--- config.mk ---
export PLATFORM = sky130hd
export DESIGN_NAME = rds_strap_defaults
export DESIGN_NICKNAME = d
export VERILOG_FILES = /design/src/rtl/rds_pkg.sv /design/src/rtl/rds_reg_mem.sv /design/src/rtl/rds_strap_defaults.sv
export SDC_FILE = /design/constraint.sdc
export NUM_CORES = 1
export LEC_CHECK = 0
export BUFFER_PORTS_ARGS = -buffer_cell sky130_fd_sc_hd__buf_2
export CAP_MARGIN = 40
export CELL_PAD_IN_SITES_DETAIL_PLACEMENT = 1
export CELL_PAD_IN_SITES_GLOBAL_PLACEMENT = 1
export CORE_MARGIN = 4
export CORE_UTILIZATION = 38
export CTS_CLUSTER_DIAMETER = 100
export DETAILED_ROUTE_END_ITERATION = 6
export PLACE_DENSITY = 0.85
export REMOVE_ABC_BUFFERS = 1
export SYNTH_ARGS = -nofsm -noshare
export SYNTH_HDL_FRONTEND = slang
export SYNTH_SLANG_ARGS = --single-unit
export TNS_END_PERCENT = 20
--- constraint.sdc ---
create_clock -name ref_clk -period 1.5 [get_ports ref_clk]
set_clock_uncertainty 0.1 [all_clocks]
set_input_delay 0.075 -clock ref_clk [delete_from_list [all_inputs] [get_ports ref_clk]]
set_output_delay 0.075 -clock ref_clk [all_outputs]
set_load 0.01 [all_outputs]
--- src/rtl/rds_pkg.sv ---
// Package: constants and types for the reset-domain strap defaults block
package rds_pkg;

  // --------------------------------------------------------------
  // Register file shape
  // --------------------------------------------------------------
  localparam int unsigned REG_COUNT = 28;
  localparam int unsigned ADDR_W = 5;
  localparam int unsigned DATA_W = 8;

  // Group boundaries by register index
  localparam logic [ADDR_W-1:0] IDX_B_LAST = 5'h0_00F;
  localparam logic [ADDR_W-1:0] IDX_UNGROUPED = 5'h0_00E;
  localparam logic [ADDR_W-1:0] IDX_C_FIRST = 5'h0_010;
  localparam logic [ADDR_W-1:0] IDX_C_LAST = 5'h0_01B;

  // Registers holding the default-code fields
  localparam logic [ADDR_W-1:0] IDX_VOLT = 5'h0_002;
  localparam logic [ADDR_W-1:0] IDX_STBY = 5'h0_005;
  localparam logic [ADDR_W-1:0] IDX_ONDLY_A = 5'h0_009;
  localparam logic [ADDR_W-1:0] IDX_ONDLY_B = 5'h0_00A;
  localparam logic [ADDR_W-1:0] IDX_OFFDLY_A = 5'h0_00B;
  localparam logic [ADDR_W-1:0] IDX_OFFDLY_B = 5'h0_00C;

  // Plain reset value for every other register
  localparam logic [DATA_W-1:0] PLAIN_RESET = 8'h0_0;
  // Class after reset before any latch
  localparam logic [2:0] CLASS_RESET = 3'h0_5;

  // --------------------------------------------------------------
  // Default codes
  // --------------------------------------------------------------
  localparam logic [3:0] CORE_V_A = 4'h0_D;
  localparam logic [3:0] CORE_V_4 = 4'h0_8;
  localparam logic [3:0] CORE_V_3 = 4'h0_F;
  localparam logic [3:0] MEM_V = 4'h0_9;
  localparam logic [2:0] STBY_V_REF = 3'h0_7;
  localparam logic [2:0] STBY_V_2 = 3'h0_5;
  localparam logic [2:0] STBY_V_45 = 3'h0_3;
  localparam logic [3:0] CORE_ON = 4'h0_7;
  localparam logic [3:0] OTHER_ON = 4'h0_9;
  localparam logic [3:0] BB_ON_1 = 4'h0_B;
  localparam logic [3:0] CORE_OFF = 4'h0_A;
  localparam logic [3:0] OTHER_OFF = 4'h0_0;

  // Strap class codes from the comparator stage
  typedef enum logic [2:0] {
    SEQ_RSVD, SEQ_1, SEQ_2, SEQ_3, SEQ_4, SEQ_5
  } rds_class_t;

  // Resolved default codes travel together
  typedef struct packed {
    logic [3:0] coreBuckVoltageCode;
    logic [3:0] memoryBuckVoltageCode;
    logic [2:0] standbyBuckVoltageCode;
    logic [3:0] buckboostPowerOnDelay;
    logic [3:0] corePowerOnDelay;
    logic [3:0] memoryPowerOnDelay;
    logic [3:0] standbyPowerOnDelay;
    logic [3:0] buckboostPowerOffDelay;
    logic [3:0] corePowerOffDelay;
    logic [3:0] memoryPowerOffDelay;
    logic [3:0] standbyPowerOffDelay;
  } rds_defaults_t;

  // Register bus request
  typedef struct packed {
    logic wr;
    logic rd;
    logic [ADDR_W-1:0] addr;
    logic [DATA_W-1:0] wdata;
  } rds_bus_req_t;

endpackage

--- src/rtl/rds_reg_mem.sv ---
// Register memory with three reset groups and registered read data
`timescale 1ns/100ps
module rds_reg_mem
  import rds_pkg::*;
#(
  parameter int unsigned DEPTH = REG_COUNT
) (
  input wire logic refClk,
  input wire logic arstN,
  input wire logic loadA,
  input wire logic loadB,
  input wire logic loadC,
  input wire logic [DATA_W*REG_COUNT-1:0] defaults,
  input wire logic [REG_COUNT-1:0] inGroupA,
  input wire logic [REG_COUNT-1:0] inGroupB,
  input wire logic [REG_COUNT-1:0] inGroupC,
  input wire logic wrEn,
  input wire logic [ADDR_W-1:0] addr,
  input wire logic [DATA_W-1:0] wdata,
  input wire logic rdEn,
  output logic [DATA_W-1:0] rdata,
  output logic [DATA_W*REG_COUNT-1:0] regFlat
);

  // Refuse a depth that the group masks cannot describe
  if (DEPTH != REG_COUNT) begin : gBadDepth
    $error("rds_reg_mem: DEPTH must equal REG_COUNT");
  end

  // --------------------------------------------------------------
  // Storage, one generate entry per register
  // --------------------------------------------------------------
  logic [DATA_W-1:0] mem [DEPTH];

  genvar gi;
  generate
    for (gi = 0; gi < DEPTH; gi++) begin : gReg
      wire logic reload = (loadA & inGroupA[gi]) | (loadB & inGroupB[gi]) |
                          (loadC & inGroupC[gi]);
      wire logic hit = wrEn && (addr == ADDR_W'(gi));
      // Reload outranks a host write in the same cycle
      always_ff @(posedge refClk or negedge arstN) begin
        if (!arstN) begin
          mem[gi] <= PLAIN_RESET;
        end else if (reload) begin
          mem[gi] <= defaults[gi*DATA_W +: DATA_W];
        end else if (hit) begin
          mem[gi] <= wdata;
        end
      end
      assign regFlat[gi*DATA_W +: DATA_W] = mem[gi];
    end
  endgenerate

  // Read data from a flop; unmapped index reads zero
  wire logic inRange = (32'(addr) < DEPTH);
  always_ff @(posedge refClk or negedge arstN) begin
    if (!arstN) begin
      rdata <= PLAIN_RESET;
    end else if (rdEn) begin
      rdata <= inRange ? mem[addr] : PLAIN_RESET;
    end else begin
      rdata <= PLAIN_RESET;
    end
  end

endmodule // rds_reg_mem

--- src/rtl/rds_strap_defaults.sv ---
// Top: reset domains, strap latch and default loading for control regs
// Summary of operation
// Group A registers reload defaults while the enable pin is low.
// Indices 0-13 and 15 reload defaults while reset input is low.
// Indices 16-27 reload only on the clock-keeping block's own reset.
// Buck 3/4/10 voltage defaults: core and standby follow the latched strap class; memory code is fixed.
// Buck-boost power-on delay default follows the strap class; all other on and off delays are fixed.
// Strap class latched once when reset input rises, then held.
// Standby code 111 for classes 1,3; 101 class 2; 011 classes 4,5.
// Strap arrives pre-decoded; reserved class 0 treated as class 5.
//
// The register addresses and the address-and-strobe port were decided locally.
`timescale 1ns/100ps
module rds_strap_defaults
  import rds_pkg::*;
#(
  parameter logic [REG_COUNT-1:0] GROUP_A_MASK = '0
) (
  input wire logic ref_clk,
  input wire logic arst_n,
  input wire logic enablePin,
  input wire logic resetPinN,
  input wire logic clockKeepResetN,
  input wire logic [2:0] sequenceSelectStrap,
  input wire rds_pkg::rds_bus_req_t busReq,
  output logic [DATA_W-1:0] rdata,
  output logic [2:0] latchedClass,
  output rds_pkg::rds_defaults_t activeDefaults,
  output logic [DATA_W*REG_COUNT-1:0] regFlat
);
  import rds_pkg::*;

  // --------------------------------------------------------------
  // Pin synchronisers, two flops before any logic
  // --------------------------------------------------------------
  logic [2:0] syncA;
  logic [2:0] syncB;
  logic [2:0] strapA;
  logic [2:0] strapB;
  always_ff @(posedge ref_clk or negedge arst_n) begin
    if (!arst_n) begin
      syncA <= 3'h0;
      syncB <= 3'h0;
      strapA <= CLASS_RESET;
      strapB <= CLASS_RESET;
    end else begin
      syncA <= {enablePin, resetPinN, clockKeepResetN};
      syncB <= syncA;
      strapA <= sequenceSelectStrap;
      strapB <= strapA;
    end
  end
  wire logic enSync = syncB[2];
  wire logic rstSyncN = syncB[1];
  wire logic ckRstSyncN = syncB[0];

  // --------------------------------------------------------------
  // Reset-pin edge detect and strap latch
  // --------------------------------------------------------------
  logic rstPrevN;
  logic rstRiseD;
  logic [2:0] strapClass;
  wire logic rstRise = rstSyncN & ~rstPrevN;
  // Latching only on the rise keeps later strap wobble harmless
  always_ff @(posedge ref_clk or negedge arst_n) begin
    if (!arst_n) begin
      rstPrevN <= 1'b0;
      rstRiseD <= 1'b0;
      strapClass <= CLASS_RESET;
    end else begin
      rstPrevN <= rstSyncN;
      rstRiseD <= rstRise;
      if (rstRise) begin
        strapClass <= strapB;
      end
    end
  end
  assign latchedClass = strapClass;

  // --------------------------------------------------------------
  // Strap class to default codes
  // --------------------------------------------------------------
  // Reserved and unknown codes fall back to class 5
  wire logic is1 = (strapClass == SEQ_1);
  wire logic is2 = (strapClass == SEQ_2);
  wire logic is3 = (strapClass == SEQ_3);
  wire logic is4 = (strapClass == SEQ_4);
  rds_defaults_t dflt;
  assign dflt.coreBuckVoltageCode = is4 ? CORE_V_4 :
                                    is3 ? CORE_V_3 : CORE_V_A;
  assign dflt.memoryBuckVoltageCode = MEM_V;
  assign dflt.standbyBuckVoltageCode = (is1 | is3) ? STBY_V_REF :
                                       is2 ? STBY_V_2 : STBY_V_45;
  assign dflt.buckboostPowerOnDelay = is1 ? BB_ON_1 : OTHER_ON;
  assign dflt.corePowerOnDelay = CORE_ON;
  assign dflt.memoryPowerOnDelay = OTHER_ON;
  assign dflt.standbyPowerOnDelay = OTHER_ON;
  assign dflt.buckboostPowerOffDelay = OTHER_OFF;
  assign dflt.corePowerOffDelay = CORE_OFF;
  assign dflt.memoryPowerOffDelay = OTHER_OFF;
  assign dflt.standbyPowerOffDelay = OTHER_OFF;
  assign activeDefaults = dflt;

  // Default image per register index; channel 3/2 in high nibbles
  logic [DATA_W*REG_COUNT-1:0] dImage;
  always_comb begin
    dImage = '0;
    dImage[IDX_VOLT*DATA_W +: DATA_W] =
      {dflt.coreBuckVoltageCode, dflt.memoryBuckVoltageCode};
    dImage[IDX_STBY*DATA_W +: DATA_W] = {5'h0_0, dflt.standbyBuckVoltageCode};
    dImage[IDX_ONDLY_A*DATA_W +: DATA_W] =
      {dflt.corePowerOnDelay, dflt.buckboostPowerOnDelay};
    dImage[IDX_ONDLY_B*DATA_W +: DATA_W] =
      {dflt.standbyPowerOnDelay, dflt.memoryPowerOnDelay};
    dImage[IDX_OFFDLY_A*DATA_W +: DATA_W] =
      {dflt.corePowerOffDelay, dflt.buckboostPowerOffDelay};
    dImage[IDX_OFFDLY_B*DATA_W +: DATA_W] =
      {dflt.standbyPowerOffDelay, dflt.memoryPowerOffDelay};
  end

  // --------------------------------------------------------------
  // Reset group membership
  // --------------------------------------------------------------
  logic [REG_COUNT-1:0] grpB;
  logic [REG_COUNT-1:0] grpC;
  always_comb begin
    for (int i = 0; i < REG_COUNT; i++) begin
      grpB[i] = (i <= int'(IDX_B_LAST)) && (i != int'(IDX_UNGROUPED));
      grpC[i] = (i >= int'(IDX_C_FIRST)) && (i <= int'(IDX_C_LAST));
    end
  end
  // Loads are levels: registers sit at defaults while held in reset
  wire logic loadA = ~enSync;
  // Reload one edge after the latch, when the image shows the new class
  wire logic loadB = ~rstSyncN | rstRiseD;
  wire logic loadC = ~ckRstSyncN;

  // The delayed rise pulse makes the fresh class reach the registers
  rds_reg_mem #(
    .DEPTH(REG_COUNT)
  ) uMem (
    .refClk(ref_clk),
    .arstN(arst_n),
    .loadA(loadA),
    .loadB(loadB),
    .loadC(loadC),
    .defaults(dImage),
    .inGroupA(GROUP_A_MASK),
    .inGroupB(grpB),
    .inGroupC(grpC),
    .wrEn(busReq.wr),
    .addr(busReq.addr),
    .wdata(busReq.wdata),
    .rdEn(busReq.rd),
    .rdata(rdata),
    .regFlat(regFlat)
  );

endmodule // rds_strap_defaults

==> key figures <==
Timing
  • Worst path setup slack after routing: -0.251 ns
  • Setup Total Neg Slack: -2.53 ns
  • Unrepaired setup endpoints after global routing: yes
  • Minimum period implied by the final worst setup slack: 1.75 ns
  • Highest achievable clock rate: 571 MHz
  • Final-layout worst hold slack: 0.0196 ns
  • Final max-slew violation count: 0
  • Final clock period utilization by the worst path: 1.17
  • Number of hold-slack violations in the final timing report: 0
  • Max_slew headroom: 0.630
  • Actual transition at the worst max-transition pin: 0.555 ns
  • Setup violations, final: 17

Route
  • Number of remaining DRC errors: 0
  • Via density: 5.78
  • Number of detailed-routing iterations run before antenna repair: 5
  • Antenna violation net count after detailed routing: 0
  • Total via count after detailed routing: 12500
  • Violation count after the first detailed-route iteration: 1232
  • Wire length per cell: 27.1 um
  • Sum of routed wire length over all layers: 58700 um

Floorplan
  • I/O pin count: 301
  • DIE AREA: 0.0362 mm^2
  • Die H: 190 um
  • Initial Utilization: 0.386
  • Std-Cell Rows: 66
  • Core Footprint: 0.0326 mm^2
  • Die width: 190 um

Worst setup path
  • Critical path endpoint category: register
  • Worst reg-to-reg path cell count: 4
  • Worst Path Max Fanout: 2
  • Crit start category: register
  • Reg-to-Reg End: uMem.rdata[7]
  • Critical setup path kind: register to register
  • Startpoint of the lowest-slack register-to-register path: uMem.regFlat[199]
  • Crit path required time: 1.85 ns
  • Worst endpoint data arrival time: 2.10 ns
  • Setup slack of the most critical reg-to-reg path: -0.25 ns

Logic synthesis
  • Mean area per synthesized cell: 10.6 um^2
  • Synthesized-area fraction occupied by adder cells: 0
  • Fraction of the yosys area taken by sequential cells: 0.491
  • Yosys warning total: 0
  • FF+latch count, synth: 247
  • Post-Synthesis Cell Area: 0.0126 mm^2
  • Dominant combinational cell family by area after synthesis: multiplexers
  • Area fraction of the dominant cell type after synthesis: 0.478
  • Primary FF master, synth: sky130_fd_sc_hd__dfrtp_1
  • Dominant cells by area after synthesis: sky130_fd_sc_hd__dfrtp_1 48%, sky130_fd_sc_hd__mux4_2 7.9%, sky130_fd_sc_hd__mux2i_1 7.5%, sky130_fd_sc_hd__nand2_1 5.5%, sky130_fd_sc_hd__a21boi_0 4.3%
  • Xor and xnor fraction of the mapped netlist area: 0
  • Post-synthesis compound-gate area fraction: 0.118
  • Post-synth ARST share: 1.00
  • Post-synth cell types: 42
  • Proportion of synthesized area in mux cells: 0.171
  • Cell type with the largest total area after synthesis: sky130_fd_sc_hd__dfrtp_1
  • Synthesized instance count: 1193
  • Count of flip-flops with a built-in enable after synthesis: 0
  • Post-Synth Simple-Gate Area: 0.151

Layout
  • Final cell count without fillers: 2165
  • Highest-count cells in the layout ignoring fill and taps: 272 x sky130_fd_sc_hd__buf_4, 255 x sky130_fd_sc_hd__buf_2, 240 x sky130_fd_sc_hd__dfrtp_1
  • Area of the multi-input gates: 0.00581 mm^2
  • Layout net count: 1722
  • Total of fill cells in the finished design: 3644
  • Core utilization of the finished layout: 0.547
  • Sequential standard cell area: 0.00619 mm^2
  • Area growth from synthesis to layout: 41.5%
  • Share of final-layout standard cells stronger than drive strength 1: 0.422
  • Commonest non-fill, non-tap cell in the layout: sky130_fd_sc_hd__buf_4

Global route
  • Wire length of the first global-routing pass: 88100 um
  • Remaining global-route overflow: 0
  • Vias in the first global route: 13800
  • Antenna violations before repair: 4
  • Maximum number of pins on one net before global-route repair: 97
  • Global routing usage summed across all routing layers: 0.318

Power
  • Static leakage power: 0.00879 uW
  • Max rail drop VDD: 0.823 mV
  • Sequential share of power: 0.415
  • Power Internal: 12200 uW
  • Switching power total: 4490 uW
  • Relative contribution of the clock network to total power: 0.456
  • Total power density per cell area: 936 mW/mm^2
  • Power share of the combinational group: 0.128
  • Switching share of power: 0.269

Placement
  • Pre-CTS setup slack: -0.436 ns
  • Count of buffers from port buffering: 262
  • GPL Wtd Cong: 0.909
  • HPWL after detailed placement: 40300 um
  • Number of cells after detailed placement: 2087

CTS
  • Number of clock sinks seen by CTS: 247
  • Clock latency reported for the late side of the worst-skew pair: 0.59 ns
  • H-tree levels: 1
  • Clock Tree Buf Depth: 3
  • Number of buffers inserted during clock tree synthesis: 30
  • Clock root buffer: sky130_fd_sc_hd__clkbuf_16
  • TritonCTS clock tree: built
  • Clock-pin slew on the worst setup and hold paths: 0.06 ns

Flow run
  • Number of max-cap violations: 0

Outcome
  • Failing checks: setup timing
  • Result of the run: finished, violations left

Min path
  • Type of the tightest min-delay check: input port to async pin
-- power groups by stage --
stage / Sequential (uW) / Clock, uW / Combinational [uW]
2_1_floorplan: 7090 / 0 / 589
3_5_place_dp: 7040 / 0 / 1980
6_report: 6930 / 7610 / 2140
4_1_cts: 6930 / 7630 / 2100
5_1_grt: 6940 / 7940 / 2260
3_3_place_gp: 7030 / 0 / 1910
-- metrics by stage --
step | power, uW | area (um^2)
6_report | 16700 | 17800
4_1_cts | 16700 | 17800
2_1_floorplan | 7680 | 11900
3_5_place_dp | 9020 | 16500
3_3_place_gp | 8950 | 16500
5_1_grt | 17100 | 17800
-- flip-flops by register name, summed over array words and instances (netlist names) --
register / flops
syncA: 2
strapA: 3
latchedClass: 3
rstRiseD: 1
strapB: 3
rstPrevN: 1
uMem.regFlat: 224
uMem.rdata: 8
syncB: 2
-- worst max-delay path, stage by stage (launching register included) --
cell,delay [ns]
sky130_fd_sc_hd__dfrtp_1,0.42
sky130_fd_sc_hd__mux4_2,0.53
sky130_fd_sc_hd__mux2i_2,0.19
sky130_fd_sc_hd__o211ai_1,0.16
sky130_fd_sc_hd__and3_1,0.22
-- kinds of logic (layout without fill, tap and decap cells) --
logic type             count (synthesis)  after routing
AND/OR/NAND/NOR                      397            397
AO/OA/AOI/OAI                        243            243
other                                  2             41
flip-flops                           247            247
buffers and inverters                147            638
multiplexers                         157            157
-- cell usage after synthesis, types with 3 or more instances --
| cell | count |
|---|---|
| sky130_fd_sc_hd__nand3_2 | 4 |
| sky130_fd_sc_hd__buf_2 | 26 |
| sky130_fd_sc_hd__and3_1 | 5 |
| sky130_fd_sc_hd__nand3_1 | 104 |
| sky130_fd_sc_hd__mux2_2 | 17 |
| sky130_fd_sc_hd__a21oi_1 | 76 |
| sky130_fd_sc_hd__buf_6 | 5 |
| sky130_fd_sc_hd__a21boi_0 | 72 |
| sky130_fd_sc_hd__a2111oi_1 | 4 |
| sky130_fd_sc_hd__buf_12 | 3 |
| sky130_fd_sc_hd__dfstp_2 | 6 |
| sky130_fd_sc_hd__nand2b_1 | 3 |
| sky130_fd_sc_hd__o211ai_1 | 8 |
| sky130_fd_sc_hd__mux2i_1 | 94 |
| sky130_fd_sc_hd__mux4_2 | 44 |
| sky130_fd_sc_hd__o211a_1 | 4 |
| sky130_fd_sc_hd__buf_4 | 46 |
| sky130_fd_sc_hd__buf_1 | 9 |
| sky130_fd_sc_hd__dfrtp_1 | 241 |
| sky130_fd_sc_hd__clkbuf_1 | 56 |
| sky130_fd_sc_hd__a221oi_1 | 4 |
| sky130_fd_sc_hd__nor2b_1 | 33 |
| sky130_fd_sc_hd__nor3_4 | 3 |
| sky130_fd_sc_hd__o21ai_0 | 67 |
| sky130_fd_sc_hd__nor2_1 | 41 |
| sky130_fd_sc_hd__a22oi_1 | 8 |
| sky130_fd_sc_hd__nand2_1 | 186 |
-- how the worst max path moves through the flow --
stage	startpoint	end	slack, ns	cells after the start
2_1_floorplan	busReq[11]	uMem.regFlat[42]	-1.80	4
3_5_place_dp	busReq[9]	uMem.rdata[1]	-0.44	6
5_1_grt	latchedClass[0]	activeDefaults[29]	-0.26	2
4_1_cts	latchedClass[0]	activeDefaults[29]	-0.23	2
3_3_place_gp	busReq[9]	uMem.rdata[2]	-0.33	6
6_report	uMem.regFlat[199]	uMem.rdata[7]	-0.25	4
-- cell type report --
class,count,share of cell area
multi-input combinational,834,0.326
clock inverter,9,0.00772
tap,442,0.0310
sequential,247,0.347
clock buffer,43,0.0488
antenna,4,0.000561
timing repair buffer,586,0.239
-- routing by layer --
layer	global-route usage	wire (um)
met1	0.395	22100
met2	0.524	28100
met3	0.0672	5090
met4	0.164	3440
met5	0	0
-- timing repair --
item / in CTS / in global routing
buffers inserted: 6 / 0
endpoints found under the hold margin: 381 / 0
resized for setup: 17 / 12
hold buffers: 16 / 0
setup endpoints to repair: 15 / 19
pin swaps: 4 / 2
Power figures use the tool's default switching activity.
